==> config.mk <==
export PLATFORM = sky130hd
export DESIGN_NAME = isdn_irq_and_watchdog
export DESIGN_NICKNAME = d
export VERILOG_FILES = /design/src/iiw_pkg.sv /design/src/iiw_wd_if.sv /design/src/iiw_watchdog.sv /design/src/isdn_irq_and_watchdog.sv
export VERILOG_INCLUDE_DIRS = /design/src
export SDC_FILE = /design/constraint.sdc
export NUM_CORES = 1
export LEC_CHECK = 0
export ABC_CLOCK_PERIOD_IN_PS = 5330
export BUFFER_PORTS_ARGS = -buffer_cell sky130_fd_sc_hd__buf_4
export CAP_MARGIN = 10
export CORE_UTILIZATION = 58
export DETAILED_ROUTE_END_ITERATION = 6
export GPL_ROUTABILITY_DRIVEN = 0
export PLACE_DENSITY = 0.86
export SYNTH_ARGS = -nofsm -noshare
export SYNTH_HDL_FRONTEND = slang
export SYNTH_SLANG_ARGS = --single-unit
==> constraint.sdc <==
create_clock -name clk -period 5.33 [get_ports clk]
set_input_delay 0.533 -clock clk [delete_from_list [all_inputs] [get_ports clk]]
set_output_delay 0.533 -clock clk [all_outputs]
set_load 0.05 [all_outputs]
==> src/iiw_params.svh <==
// Constants for the ISDN interrupt collector and watchdog
`ifndef IIW_PARAMS_SVH
`define IIW_PARAMS_SVH
`define IIW_CLK_MHZ 40
`define IIW_FRAME_US 125
`define IIW_TIMER_UNIT_US 250
`define IIW_WD_TICK_US 2000
`define IIW_WD_TICK_CYC (`IIW_WD_TICK_US * `IIW_CLK_MHZ)
`define IIW_TIMER_FRAMES (`IIW_TIMER_UNIT_US / `IIW_FRAME_US)
`define IIW_A_IRQ_CTRL 8'h00
`define IIW_A_OVERVIEW 8'h04
`define IIW_A_LINE_MASK 8'h08
`define IIW_A_LINE_STAT 8'h0c
`define IIW_A_MISC_MASK 8'h10
`define IIW_A_MISC_STAT 8'h14
`define IIW_A_FIFO_STAT0 8'h18
`define IIW_A_FIFO_MASK0 8'h28
`define IIW_A_TI_WD 8'h38
`define IIW_A_WD_MODE 8'h3c
`define IIW_A_WAKE_MODE 8'h40
`define IIW_A_SYNC_OVIEW 8'h44
`define IIW_B_GLOB_EN 0
`define IIW_B_FIFO_EN 1
`define IIW_B_OV_MISC 4
`define IIW_B_OV_LINE 5
`define IIW_B_WD_RESTART 0
`define IIW_B_WD_AUTO 1
`define IIW_B_WAKE_EN 0
`define IIW_F_TI_EXP_LSB 0
`define IIW_F_WD_EXP_LSB 4
`define IIW_RST_TI_WD 8'h00
`endif

==> src/iiw_pkg.sv <==
// Types for the ISDN interrupt collector and watchdog
package iiw_pkg;
    typedef enum logic [2:0] {
        MISC_SLIP, MISC_TIMER, MISC_PROC, MISC_CI, MISC_WAKE, MISC_MON_TX, MISC_MON_RX
    } iiw_misc_src_t;
    typedef logic [6:0] iiw_misc_t;
    typedef logic [3:0] iiw_exp_t;
endpackage : iiw_pkg

==> src/iiw_wd_if.sv <==
// Link between register logic and the watchdog counter
`timescale 1ns/10ps
`default_nettype none
interface iiw_wd_if;
    import iiw_pkg::*;
    logic restart;
    iiw_exp_t exponent;
    logic expired;
    modport ctrl (output restart, output exponent, input expired);
    modport wd (input restart, input exponent, output expired);
endinterface : iiw_wd_if
`default_nettype wire

==> src/iiw_watchdog.sv <==
// Watchdog counter with 2 ms prescaler and active-low output
`timescale 1ns/10ps
`default_nettype none
`include "iiw_params.svh"
module iiw_watchdog import iiw_pkg::*; #(
    parameter int TICK_CYCLES = `IIW_WD_TICK_CYC
) (
    input wire logic clk,
    input wire logic resetn,
    iiw_wd_if.wd wd,
    output logic watchdog_out_n
);
    logic [19:0] prescale;
    logic tick;
    logic [15:0] wd_cnt;
    logic [15:0] limit;

    assign tick = (prescale == 20'(TICK_CYCLES - 1));
    assign limit = 16'((32'h1 << wd.exponent) - 1);
    assign wd.expired = ~watchdog_out_n;

    always_ff @(posedge clk or negedge resetn) begin
        if (!resetn) begin
            prescale <= 20'h0;
        end else if (wd.restart || tick) begin
            prescale <= 20'h0;
        end else begin
            prescale <= prescale + 20'h1;
        end
    end

    // Counter freezes once expired so the pin stays low until a restart
    always_ff @(posedge clk or negedge resetn) begin
        if (!resetn) begin
            wd_cnt <= 16'h0;
            watchdog_out_n <= 1'b1;
        end else if (wd.restart) begin
            wd_cnt <= 16'h0;
            watchdog_out_n <= 1'b1;
        end else if (tick && watchdog_out_n) begin
            if (wd_cnt == limit) begin
                watchdog_out_n <= 1'b0;
            end else begin
                wd_cnt <= wd_cnt + 16'h1;
            end
        end
    end

    wd_expire_a: assert property (@(posedge clk) disable iff (!resetn)
        (tick && watchdog_out_n && wd_cnt == limit && !wd.restart) |=> !watchdog_out_n)
        else $error("watchdog did not expire at limit");
    wd_restart_a: assert property (@(posedge clk) disable iff (!resetn)
        wd.restart |=> (watchdog_out_n && wd_cnt == 16'h0 && prescale == 20'h0))
        else $error("watchdog restart did not clear");
    wd_expire_c: cover property (@(posedge clk) disable iff (!resetn) $fell(watchdog_out_n));
endmodule : iiw_watchdog
`default_nettype wire

==> src/isdn_irq_and_watchdog.sv <==
// Interrupt collector and watchdog for the ISDN line and FIFO controller
//
// Chosen here: the placing of the registers and the APB interface to the registers.
`timescale 1ns/10ps
`default_nettype none
`include "iiw_params.svh"
module isdn_irq_and_watchdog import iiw_pkg::*; #(
    parameter int N_LINES = 2,
    parameter int N_FIFOS = 32,
    parameter int CI_BITS = 4,
    parameter int WD_TICK_CYCLES = `IIW_WD_TICK_CYC
) (
    input wire logic clk,
    input wire logic resetn,
    input wire logic [7:0] paddr,
    input wire logic psel,
    input wire logic penable,
    input wire logic pwrite,
    input wire logic [31:0] pwdata,
    output logic [31:0] prdata,
    output logic pready,
    output logic pslverr,
    input wire logic [N_LINES-1:0] line_state_change,
    input wire logic [N_LINES-1:0] sync_source_select,
    input wire logic [N_FIFOS-1:0] transparent_select,
    input wire logic [N_FIFOS-1:0] mixed_irq_select,
    input wire logic [N_FIFOS-1:0] fifo_end_of_frame,
    input wire logic [N_FIFOS-1:0] fifo_underrun,
    input wire logic [N_FIFOS-1:0] fifo_condition,
    input wire logic frame_pulse,
    input wire logic proc_done,
    input wire logic [CI_BITS-1:0] ci_indication,
    input wire logic wakeup_pin,
    input wire logic monitor_tx_ready,
    input wire logic monitor_rx_stored,
    output logic irq_n,
    output logic watchdog_out_n
);
    iiw_wd_if wd_link ();

    logic setup;
    logic access;
    logic wr;
    logic rd;
    logic mapped;
    logic [31:0] next_rdata;
    logic global_irq_enable;
    logic fifo_irq_enable;
    logic [N_LINES-1:0] line_irq_mask;
    logic [N_LINES-1:0] line_irq_status;
    iiw_misc_t misc_mask;
    iiw_misc_t misc_status;
    iiw_misc_t misc_set;
    logic [N_FIFOS-1:0] fifo_mask;
    logic [N_FIFOS-1:0] fifo_status;
    logic [N_FIFOS-1:0] fifo_set;
    logic [3:0] fifo_block_summary;
    logic [3:0] fifo_block_rd;
    iiw_exp_t timer_exponent;
    iiw_exp_t watchdog_exponent;
    logic watchdog_restart;
    logic watchdog_auto_restart;
    logic wakeup_pin_enable;
    logic [5:0] irq_overview;
    logic [2:0] frame_sync;
    logic [1:0] wake_sync;
    logic frame_tick;
    logic [16:0] timer_cnt;
    logic timer_evt;
    logic [N_LINES-1:0] sync_prev;
    logic [CI_BITS-1:0] ci_prev;
    logic any_pending;

    // APB slave: zero wait states, so pready is a constant handshake
    assign setup = psel && !penable;
    assign access = psel && penable;
    assign wr = access && pwrite;
    assign rd = access && !pwrite;
    assign pready = 1'b1;
    assign pslverr = access && !mapped;

    always_comb begin
        mapped = 1'b1;
        next_rdata = 32'h0;
        unique case (paddr)
            `IIW_A_IRQ_CTRL: begin
                next_rdata[`IIW_B_GLOB_EN] = global_irq_enable;
                next_rdata[`IIW_B_FIFO_EN] = fifo_irq_enable;
            end
            `IIW_A_OVERVIEW: next_rdata[5:0] = irq_overview;
            `IIW_A_LINE_MASK: next_rdata[N_LINES-1:0] = line_irq_mask;
            `IIW_A_LINE_STAT: next_rdata[N_LINES-1:0] = line_irq_status;
            `IIW_A_MISC_MASK: next_rdata[6:0] = misc_mask;
            `IIW_A_MISC_STAT: next_rdata[6:0] = misc_status;
            `IIW_A_FIFO_STAT0: next_rdata[7:0] = fifo_status[7:0];
            `IIW_A_FIFO_STAT0 + 8'h04: next_rdata[7:0] = fifo_status[15:8];
            `IIW_A_FIFO_STAT0 + 8'h08: next_rdata[7:0] = fifo_status[23:16];
            `IIW_A_FIFO_STAT0 + 8'h0c: next_rdata[7:0] = fifo_status[31:24];
            `IIW_A_FIFO_MASK0: next_rdata[7:0] = fifo_mask[7:0];
            `IIW_A_FIFO_MASK0 + 8'h04: next_rdata[7:0] = fifo_mask[15:8];
            `IIW_A_FIFO_MASK0 + 8'h08: next_rdata[7:0] = fifo_mask[23:16];
            `IIW_A_FIFO_MASK0 + 8'h0c: next_rdata[7:0] = fifo_mask[31:24];
            `IIW_A_TI_WD: begin
                next_rdata[`IIW_F_TI_EXP_LSB +: 4] = timer_exponent;
                next_rdata[`IIW_F_WD_EXP_LSB +: 4] = watchdog_exponent;
            end
            `IIW_A_WD_MODE: begin
                next_rdata[`IIW_B_WD_RESTART] = watchdog_restart;
                next_rdata[`IIW_B_WD_AUTO] = watchdog_auto_restart;
            end
            `IIW_A_WAKE_MODE: next_rdata[`IIW_B_WAKE_EN] = wakeup_pin_enable;
            `IIW_A_SYNC_OVIEW: next_rdata[N_LINES-1:0] = sync_source_select;
            default: mapped = 1'b0;
        endcase
    end

    // Read data is captured in the setup cycle; the same value is the clear
    // mask in the access cycle, so nothing set in between is dropped
    always_ff @(posedge clk or negedge resetn) begin
        if (!resetn) begin
            prdata <= 32'h0;
        end else if (setup && !pwrite) begin
            prdata <= next_rdata;
        end
    end

    always_ff @(posedge clk or negedge resetn) begin
        if (!resetn) begin
            global_irq_enable <= 1'b0;
            fifo_irq_enable <= 1'b0;
            line_irq_mask <= '0;
            misc_mask <= '0;
            timer_exponent <= 4'(`IIW_RST_TI_WD >> `IIW_F_TI_EXP_LSB);
            watchdog_exponent <= 4'(`IIW_RST_TI_WD >> `IIW_F_WD_EXP_LSB);
            watchdog_auto_restart <= 1'b0;
            wakeup_pin_enable <= 1'b0;
        end else if (wr) begin
            unique case (paddr)
                `IIW_A_IRQ_CTRL: begin
                    global_irq_enable <= pwdata[`IIW_B_GLOB_EN];
                    fifo_irq_enable <= pwdata[`IIW_B_FIFO_EN];
                end
                `IIW_A_LINE_MASK: line_irq_mask <= pwdata[N_LINES-1:0];
                `IIW_A_MISC_MASK: misc_mask <= pwdata[6:0];
                `IIW_A_TI_WD: begin
                    timer_exponent <= pwdata[`IIW_F_TI_EXP_LSB +: 4];
                    watchdog_exponent <= pwdata[`IIW_F_WD_EXP_LSB +: 4];
                end
                `IIW_A_WD_MODE: watchdog_auto_restart <= pwdata[`IIW_B_WD_AUTO];
                `IIW_A_WAKE_MODE: wakeup_pin_enable <= pwdata[`IIW_B_WAKE_EN];
                default: ;
            endcase
        end
    end

    // Restart bit is only ever seen high for one cycle
    always_ff @(posedge clk or negedge resetn) begin
        if (!resetn) begin
            watchdog_restart <= 1'b0;
        end else begin
            watchdog_restart <= wr && paddr == `IIW_A_WD_MODE && pwdata[`IIW_B_WD_RESTART];
        end
    end

    assign wd_link.restart = watchdog_restart || (watchdog_auto_restart && access);
    assign wd_link.exponent = watchdog_exponent;

    iiw_watchdog #(
        .TICK_CYCLES(WD_TICK_CYCLES)
    ) u_watchdog (
        .clk(clk),
        .resetn(resetn),
        .wd(wd_link.wd),
        .watchdog_out_n(watchdog_out_n)
    );

    // Pins from outside the clock domain
    always_ff @(posedge clk or negedge resetn) begin
        if (!resetn) begin
            frame_sync <= 3'h0;
            wake_sync <= 2'h0;
        end else begin
            frame_sync <= {frame_sync[1:0], frame_pulse};
            wake_sync <= {wake_sync[0], wakeup_pin};
        end
    end

    assign frame_tick = frame_sync[1] && !frame_sync[2];

    // 2^n x 250 us is 2^(n+1) frame pulses
    assign timer_evt = frame_tick && (timer_cnt == 17'(((`IIW_TIMER_FRAMES) << timer_exponent) - 1));

    always_ff @(posedge clk or negedge resetn) begin
        if (!resetn) begin
            timer_cnt <= 17'h0;
        end else if (timer_evt) begin
            timer_cnt <= 17'h0;
        end else if (frame_tick) begin
            timer_cnt <= timer_cnt + 17'h1;
        end
    end

    always_ff @(posedge clk or negedge resetn) begin
        if (!resetn) begin
            sync_prev <= '0;
            ci_prev <= '0;
        end else begin
            sync_prev <= sync_source_select;
            ci_prev <= ci_indication;
        end
    end

    always_comb begin
        misc_set = '0;
        misc_set[MISC_SLIP] = |(sync_source_select ^ sync_prev);
        misc_set[MISC_TIMER] = timer_evt;
        misc_set[MISC_PROC] = proc_done;
        misc_set[MISC_CI] = ci_indication != ci_prev;
        misc_set[MISC_WAKE] = wakeup_pin_enable && wake_sync[1];
        misc_set[MISC_MON_TX] = monitor_tx_ready;
        misc_set[MISC_MON_RX] = monitor_rx_stored;
    end

    genvar gi;
    generate
        for (gi = 0; gi < N_FIFOS; gi++) begin : g_fifo
            always_comb begin
                if (!fifo_irq_enable) begin
                    fifo_set[gi] = 1'b0;
                end else if (transparent_select[gi]) begin
                    fifo_set[gi] = fifo_condition[gi];
                end else begin
                    fifo_set[gi] = fifo_end_of_frame[gi] || fifo_underrun[gi]
                        || (mixed_irq_select[gi] && fifo_condition[gi]);
                end
            end
        end
        for (gi = 0; gi < 4; gi++) begin : g_block
            assign fifo_block_rd[gi] = rd && paddr == 8'(`IIW_A_FIFO_STAT0 + 4 * gi);
            assign fifo_block_summary[gi] = |(fifo_status[8*gi +: 8] & fifo_mask[8*gi +: 8]);
            always_ff @(posedge clk or negedge resetn) begin
                if (!resetn) begin
                    fifo_status[8*gi +: 8] <= 8'h00;
                    fifo_mask[8*gi +: 8] <= 8'h00;
                end else begin
                    fifo_status[8*gi +: 8] <= (fifo_status[8*gi +: 8]
                        & ~(fifo_block_rd[gi] ? prdata[7:0] : 8'h00)) | fifo_set[8*gi +: 8];
                    if (wr && paddr == 8'(`IIW_A_FIFO_MASK0 + 4 * gi)) begin
                        fifo_mask[8*gi +: 8] <= pwdata[7:0];
                    end
                end
            end
        end
    endgenerate

    // Set wins over the read clear, so a coincident event is kept
    always_ff @(posedge clk or negedge resetn) begin
        if (!resetn) begin
            line_irq_status <= '0;
        end else begin
            line_irq_status <= (line_irq_status
                & ~((rd && paddr == `IIW_A_LINE_STAT) ? prdata[N_LINES-1:0] : '0))
                | line_state_change;
        end
    end

    always_ff @(posedge clk or negedge resetn) begin
        if (!resetn) begin
            misc_status <= '0;
        end else begin
            misc_status <= (misc_status & ~((rd && paddr == `IIW_A_MISC_STAT) ? prdata[6:0] : 7'h00))
                | misc_set;
        end
    end

    always_comb begin
        irq_overview = 6'h00;
        irq_overview[3:0] = fifo_block_summary;
        irq_overview[`IIW_B_OV_MISC] = |(misc_status & misc_mask);
        irq_overview[`IIW_B_OV_LINE] = |(line_irq_status & line_irq_mask);
    end

    assign any_pending = global_irq_enable && (|irq_overview);

    // Registered pin avoids glitches from the overview gating
    always_ff @(posedge clk or negedge resetn) begin
        if (!resetn) begin
            irq_n <= 1'b1;
        end else begin
            irq_n <= !any_pending;
        end
    end

    irq_follow_a: assert property (@(posedge clk) disable iff (!resetn)
        ((|(misc_status & misc_mask)) && global_irq_enable) |=> !irq_n)
        else $error("interrupt pin not asserted for enabled misc status");
    glob_off_a: assert property (@(posedge clk) disable iff (!resetn)
        !global_irq_enable |=> irq_n)
        else $error("interrupt pin active while globally disabled");
    line_record_a: assert property (@(posedge clk) disable iff (!resetn)
        (|line_state_change) |=> ((line_irq_status & $past(line_state_change)) == $past(line_state_change)))
        else $error("line state change not recorded");
    fifo_gate_a: assert property (@(posedge clk) disable iff (!resetn)
        !fifo_irq_enable |=> ((fifo_status & ~$past(fifo_status)) == '0))
        else $error("fifo status set while fifo interrupts disabled");
    timer_status_a: assert property (@(posedge clk) disable iff (!resetn)
        timer_evt |=> misc_status[MISC_TIMER])
        else $error("timer event not recorded");
    read_clear_a: assert property (@(posedge clk) disable iff (!resetn)
        (rd && paddr == `IIW_A_MISC_STAT)
        |=> ((misc_status & $past(prdata[6:0]) & ~$past(misc_set)) == 7'h00))
        else $error("misc status not cleared by read");
    restart_pulse_a: assert property (@(posedge clk) disable iff (!resetn)
        watchdog_restart |=> !watchdog_restart)
        else $error("watchdog restart bit did not self clear");
    wake_latch_a: assert property (@(posedge clk) disable iff (!resetn)
        (wakeup_pin_enable && wake_sync[1]) |=> misc_status[MISC_WAKE])
        else $error("wakeup level not latched");
    slip_set_a: assert property (@(posedge clk) disable iff (!resetn)
        $changed(sync_source_select) |=> misc_status[MISC_SLIP])
        else $error("sync source change did not set slip status");

    irq_raise_c: cover property (@(posedge clk) disable iff (!resetn) $fell(irq_n));
    fifo_event_c: cover property (@(posedge clk) disable iff (!resetn) |fifo_set);
    read_race_c: cover property (@(posedge clk) disable iff (!resetn)
        rd && paddr == `IIW_A_MISC_STAT && |misc_set);
    wd_expired_c: cover property (@(posedge clk) disable iff (!resetn) $rose(wd_link.expired));
endmodule : isdn_irq_and_watchdog
`default_nettype wire

After elaboration in Yosys (flattened, before gate mapping)
Index checks and enable logic that the tools add are counted.
{"block": "word_totals", "regBits": 169, "latch_bits": 0, "ramBits": 0, "romBits": 0, "input_bits": 218, "out_inout_bits": 36, "wordCells": 316, "n_memories": 0}
{"block": "classes", "addsub": 5, "multipliers": 0, "div": 0, "order_cmp": 0, "n_eq_ne": 22, "shift": 2, "mux": 85, "n_bitwise": 25, "reduce_logical": 148}
{"operator": "two-way mux 1 bit", "count": 68}
{"operator": "logical OR 1 bit", "count": 66}
{"operator": "AND 8 bit", "count": 8}
{"operator": "equality test 8 x 6 -> 1 bit (second input constant)", "count": 8}
{"operator": "logical AND 1 bit", "count": 56}
{"operator": "two-way mux 16 bit", "count": 3}
{"operator": "case mux 4 bit (12 select lines)", "count": 1}
{"operator": "OR reduction 41 bit", "count": 1}
{"operator": "two-way mux 17 bit", "count": 2}
{"operator": "equality test 8 x 5 -> 1 bit (second input constant)", "count": 4}
{"operator": "two-way mux 8 bit", "count": 4}
{"operator": "NOT 8 bit", "count": 4}
{"operator": "bitwise OR 8 bit", "count": 4}
{"operator": "OR reduction 8 bit", "count": 4}
{"operator": "adder 20 x 1 -> 20 bit (second input constant)", "count": 1}
{"operator": "equality test 20 x 17 -> 1 bit (second input constant)", "count": 1}
{"operator": "two-way mux 20 bit", "count": 1}
{"operator": "case mux 1 bit (18 select lines)", "count": 1}
{"operator": "OR reduction 18 bit", "count": 1}
{"operator": "adder 17 x 1 -> 17 bit (second input constant)", "count": 1}
{"operator": "equality test 17 bit", "count": 1}
{"operator": "case mux 1 bit (17 select lines)", "count": 1}
{"operator": "<< shifter 2 x 4 -> 17 bit (first input constant)", "count": 1}
{"operator": "subtractor 17 x 2 -> 17 bit (second input constant)", "count": 1}
{"operator": "26 further kinds", "count": 44}

Longest topological paths before layout
{"block": "depth", "word_depth": 7, "depth_mapped": 16, "mapped_depth_nobuf": 10}

Hierarchy
Synthesis repeated with hierarchy kept, for this count alone.
{"block": "hier_totals", "hier_cells": 1043, "area_unflattened_um2": 9973.3}
{"module": "isdn_irq_and_watchdog", "n_inst": 1, "cells_per_inst": 769, "area_per_inst_um2": 7593.5}
{"module": "iiw_watchdog", "n_inst": 1, "cells_per_inst": 274, "area_per_inst_um2": 2379.8}

Least setup slack after synthesis
No wires, ideal clock.
{"block": "synth_path", "kind": "register -> register", "from": "register timer_exponent[3]", "to": "register timer_cnt[10]", "setup_time_ns": 0.121, "arrival_ns": 2.981, "setup_slack_ns": 2.227, "path_stages_with_launch": 14, "n_path_buf": 4, "period_less_slack_ns": 3.103, "path_cell_list": "dfrtp_1 -> clkbuf_1 -> clkbuf_1 -> or4_1 -> ha_1 -> clkbuf_1 -> nor3_1 -> a21oi_1 -> o21ai_0 -> xnor2_1 -> o2111ai_1 -> nor4_4 -> buf_2 -> nor2_1"}
{"block": "synth_between", "elab_chain_len": 5, "word_cells_on_any_way": 6}
{"element": "start: declaration", "line": "isdn_irq_and_watchdog.sv:59", "text": "iiw_exp_t timer_exponent;"}
{"element": "start signal: assignment", "line": "isdn_irq_and_watchdog.sv:133", "text": "timer_exponent <= 4'(`IIW_RST_TI_WD >> `IIW_F_TI_EXP_LSB);"}
{"element": "start signal: assignment", "line": "isdn_irq_and_watchdog.sv:146", "text": "timer_exponent <= pwdata[`IIW_F_TI_EXP_LSB +: 4];"}
{"element": "<< shifter 2 x 4 -> 17 bit *", "line": "isdn_irq_and_watchdog.sv:191", "text": "assign timer_evt = frame_tick && (timer_cnt == 17'(((`IIW_TIMER_FRAMES) << timer_exponent) - 1));"}
{"element": "subtractor 17 x 2 -> 17 bit *", "line": "isdn_irq_and_watchdog.sv:191"}
{"element": "equality test 17 bit *", "line": "isdn_irq_and_watchdog.sv:191"}
{"element": "logical AND 1 bit *", "line": "isdn_irq_and_watchdog.sv:191"}
{"element": "two-way mux 17 bit / nonzero test 2 bit (equally long branches)"}
{"element": "end signal: assignment", "line": "isdn_irq_and_watchdog.sv:199", "text": "timer_cnt <= timer_cnt + 17'h1;"}
{"element": "end: declaration", "line": "isdn_irq_and_watchdog.sv:68", "text": "logic [16:0] timer_cnt;"}
Mark *: on every way between the ends. The rest lies on a longest branch, timed or not.
A chain may end at the register's enable or synchronous reset.

Worst setup path after layout
{"block": "layout_path", "from": "register watchdog_exponent[2]", "to": "register u_watchdog.wd_cnt[10]"}
{"block": "layout_between", "elab_chain_len": 5}
{"element": "start: declaration", "line": "isdn_irq_and_watchdog.sv:60", "text": "iiw_exp_t watchdog_exponent;"}
{"element": "start signal: assignment", "line": "isdn_irq_and_watchdog.sv:134", "text": "watchdog_exponent <= 4'(`IIW_RST_TI_WD >> `IIW_F_WD_EXP_LSB);"}
{"element": "start signal: assignment", "line": "isdn_irq_and_watchdog.sv:147", "text": "watchdog_exponent <= pwdata[`IIW_F_WD_EXP_LSB +: 4];"}
{"element": "<< shifter 1 x 4 -> 16 bit", "line": "iiw_watchdog.sv:19", "text": "assign limit = 16'((32'h1 << wd.exponent) - 1);"}
{"element": "subtractor 16 x 1 -> 16 bit", "line": "iiw_watchdog.sv:19"}
{"element": "equality test 16 bit", "line": "iiw_watchdog.sv:41", "text": "if (wd_cnt == limit) begin"}
{"element": "!= test 2 x 1 -> 1 bit (no line)"}
{"element": "AND reduction 2 bit (no line)"}
{"element": "end signal: assignment", "line": "iiw_watchdog.sv:44", "text": "wd_cnt <= wd_cnt + 16'h1;"}
{"element": "end: declaration", "line": "iiw_watchdog.sv:15", "text": "logic [15:0] wd_cnt;"}
Every way passes these cells.

==> flow_summary.toml <==
[status]
outcome = "finished, violations left"
failed_checks = "design-rule violations, negative hold slack"

[cts]
clkTransAtPathRegs_ns = 0.06
ctsResizeCount = 0
clk_latency_ns = 0.43
cts_buffer_depth = 2
cts.sinks = 169
cts-htree-levels = 4
hold_buffers = 0
cts_tree = "yes"
numCtsBuffers = 17
cts_root_buffer = "clkbuf_16"
post-cts-setup-buffer-count = 0

[global_routing]
antenna_found_initial = 0
grt_pass1_vias = 8701
grt_pass1_wl_um = 44900
grt_usage_pct = 32.8
grt_overflow_total = 0
grt_max_degree = 69

[yosys]
yosysWarnings = 0
yosys-top-cells-count = "dfrtp_1 (167), nor2_1 (126), nand2_1 (122)"
ys_ff_latch = 169
synth.largest_area_cell = "dfrtp_1"
yosysTopAreaCellShare_pct = 42.3
yosysSeqAreaShare_pct = 42.8
synth_cell_types = 75
synth-edff-count = 0
avgSynthCellArea_um2 = 9.28
synth-main-ff-cell = "dfrtp_1"
syn-instance-count = 1065
async_flop_share_pct = 100
synth.most_common_cell = "dfrtp_1"
synth_area_leaders = "dfrtp_1 (42%), mux2_2 (7.0%), nor2_1 (4.8%)"
syn_area_mm2 = 0.00988

[floorplanning]
num_rows = 47
die_w_um = 133
ioPinCount = 254
dieHeight_um = 133
die_area_mm2 = 0.0176
core_area_mm2 = 0.0166
initial_utilization_pct = 59.6

[routing]
wl_per_cell_um = 19.4
drt-initial-drc-count = 1094
vias = 9351
viasPerCell = 6.34
drtPass1Iterations = 7
drc = 8
routed_wl_um = 28700
antenna_left = 0

[worst_setup_path]
end_kind = "flip-flop"
regToRegSetupSlack_ns = 1.45
arrival_ns = 4.18
worstPathRequired_ns = 5.63
cp_max_fo = 27
startpoint_type = "flip-flop"
crit_type = "flip-flop to flip-flop"

[layout]
post-route-util_pct = 72.0
nets = 1464
final_cells = 1474
diodes = 0
drive_gt1_share_pct = 26.1
area_growth_pct = 20.9

[timing]
slew_headroom_pct = 20.5
fin_worst_skew_ns = 0.0112
period_needed_ns = 3.88
whs_ns = -0.00755
worst_pin_slew_ns = 1.19
slew_viol_final = 0
rsz0062_at_grt = "no"
max_freq_ghz = 0.258
fin_crit_sh_pct = 72.8
setup_viol = 0
tns_ns = 0
finalHoldViolCount = 3

[pwr]
leakagePower_uw = 0.00533
ir_drop_uv = 206
pwr_density_cell_mw_per_mm2 = 278

[hold_path]
min_path_type = "primary input to asynchronous set/reset pin"

[job]
cap_violations = 0

[place]
hpwlAfterDp_um = 20600
io_buffers = 204
dpl.cell_count = 1442
cells in the final DEF (no fill, tap or decap), types with 7 or more instances in the layout:
cell type / Yosys / layout
inv_1: 15 / 15
a31oi_1: 9 / 9
nand2b_1: 10 / 10
or4_1: 7 / 7
conb_1: 2 / 25
o21ai_0: 91 / 91
nor2_1: 126 / 126
mux2_2: 61 / 61
xor2_1: 20 / 20
xnor2_1: 23 / 23
clkbuf_16: 0 / 17
a21oi_1: 39 / 39
nor3_1: 17 / 17
o31ai_1: 8 / 8
nor4_1: 8 / 7
nand4_1: 12 / 12
nand2_1: 122 / 122
nand3_1: 28 / 28
mux2i_1: 13 / 13
and3_1: 21 / 21
a21o_1: 10 / 10
buf_4: 28 / 208
dfrtp_1: 167 / 167
nor2b_1: 7 / 7
a22o_1: 38 / 38
a22oi_1: 30 / 30
path summary, 6_finish.rpt:
kind                                           start                    end  depth (start not counted)
min in group clk                         frame_pulse          frame_sync[0]                          1
worst max-delay path            watchdog_exponent[2]  u_watchdog.wd_cnt[10]                         10
max in group asynchronous                     resetn              prdata[4]                          2
worst max register to register  watchdog_exponent[2]  u_watchdog.wd_cnt[10]                         10
worst min register to register         frame_sync[0]          frame_sync[1]                          0
worst min-delay path                          resetn          timer_cnt[14]                          1
logic make-up after synthesis:
logic type / after synthesis / share of synthesized area (%)
and+or+nand+nor: 392 / 18.9
AOI/OAI and AO/OA: 285 / 19.5
DFF: 169 / 42.8
buffers and inverters: 90 / 4.95
muxes: 78 / 9.18
xor gates and xnor gates: 43 / 3.81
adders and majority gates: 6 / 0.734
other: 2 / 0.0760
final cells by class:
| type | instances | area [µm²] |
|---|---|---|
| well taps | 220 | 275 |
| clock buffers | 22 | 454 |
| fillers | 1236 | 4640 |
| repair buffers | 209 | 1570 |
| inverters | 15 | 56.3 |
| multi-input cells | 829 | 5260 |
| clock inverters | 10 | 95.1 |
| flip-flops and latches | 169 | 4230 |
routing by layer:
| metal | up-vias | share of wire [%] | global-route usage, % |
|---|---|---|---|
| met4 | 0 | 5.3 | 17.0 |
| met1 | 4384 | 38 | 41.5 |
| li1 | 4209 | - | - |
| met3 | 146 | 9.5 | 6.28 |
| met2 | 612 | 47 | 53.9 |
| met5 | - | 0 | 0 |
where the power goes:
group	total, µW	switching, µW	internal [µW]
clock network	1180	518	657
registers	1590	184	1400
logic	558	296	263
total	3320	998	2320
worst max-delay path: stages, from the launching register on:
cell	delay, ns
dfrtp_1	0.85
nor3_1	0.19
nand2_1	0.12
ha_1	0.58
or4_4	0.24
nand2_1	0.05
a221o_2	0.35
a2111oi_4	0.41
and4_1	0.65
nor3_1	0.15
mux2i_1	0.16
through the flow:
stage                     worst slack, ns  cell area (µm²)  power, µW
after floorplan                      2.23             9970       1880
final                                1.45            11900       3320
after global placement               1.60            11400       2120
after detailed placement             1.51            11400       2140
after CTS                            1.48            11900       3310
after global routing                 1.12            11900       3420
state kept, by name, summed over array words and instances (netlist names), 3 cells and up:
name                 flops
ci_prev                  4
fifo_mask               32
fifo_status             32
frame_sync               3
misc_mask                7
misc_status              7
prdata                   8
timer_cnt               17
timer_exponent           4
u_watchdog.prescale     20
u_watchdog.wd_cnt       16
watchdog_exponent        4
Note: power is estimated with default switching activity, not from simulation.
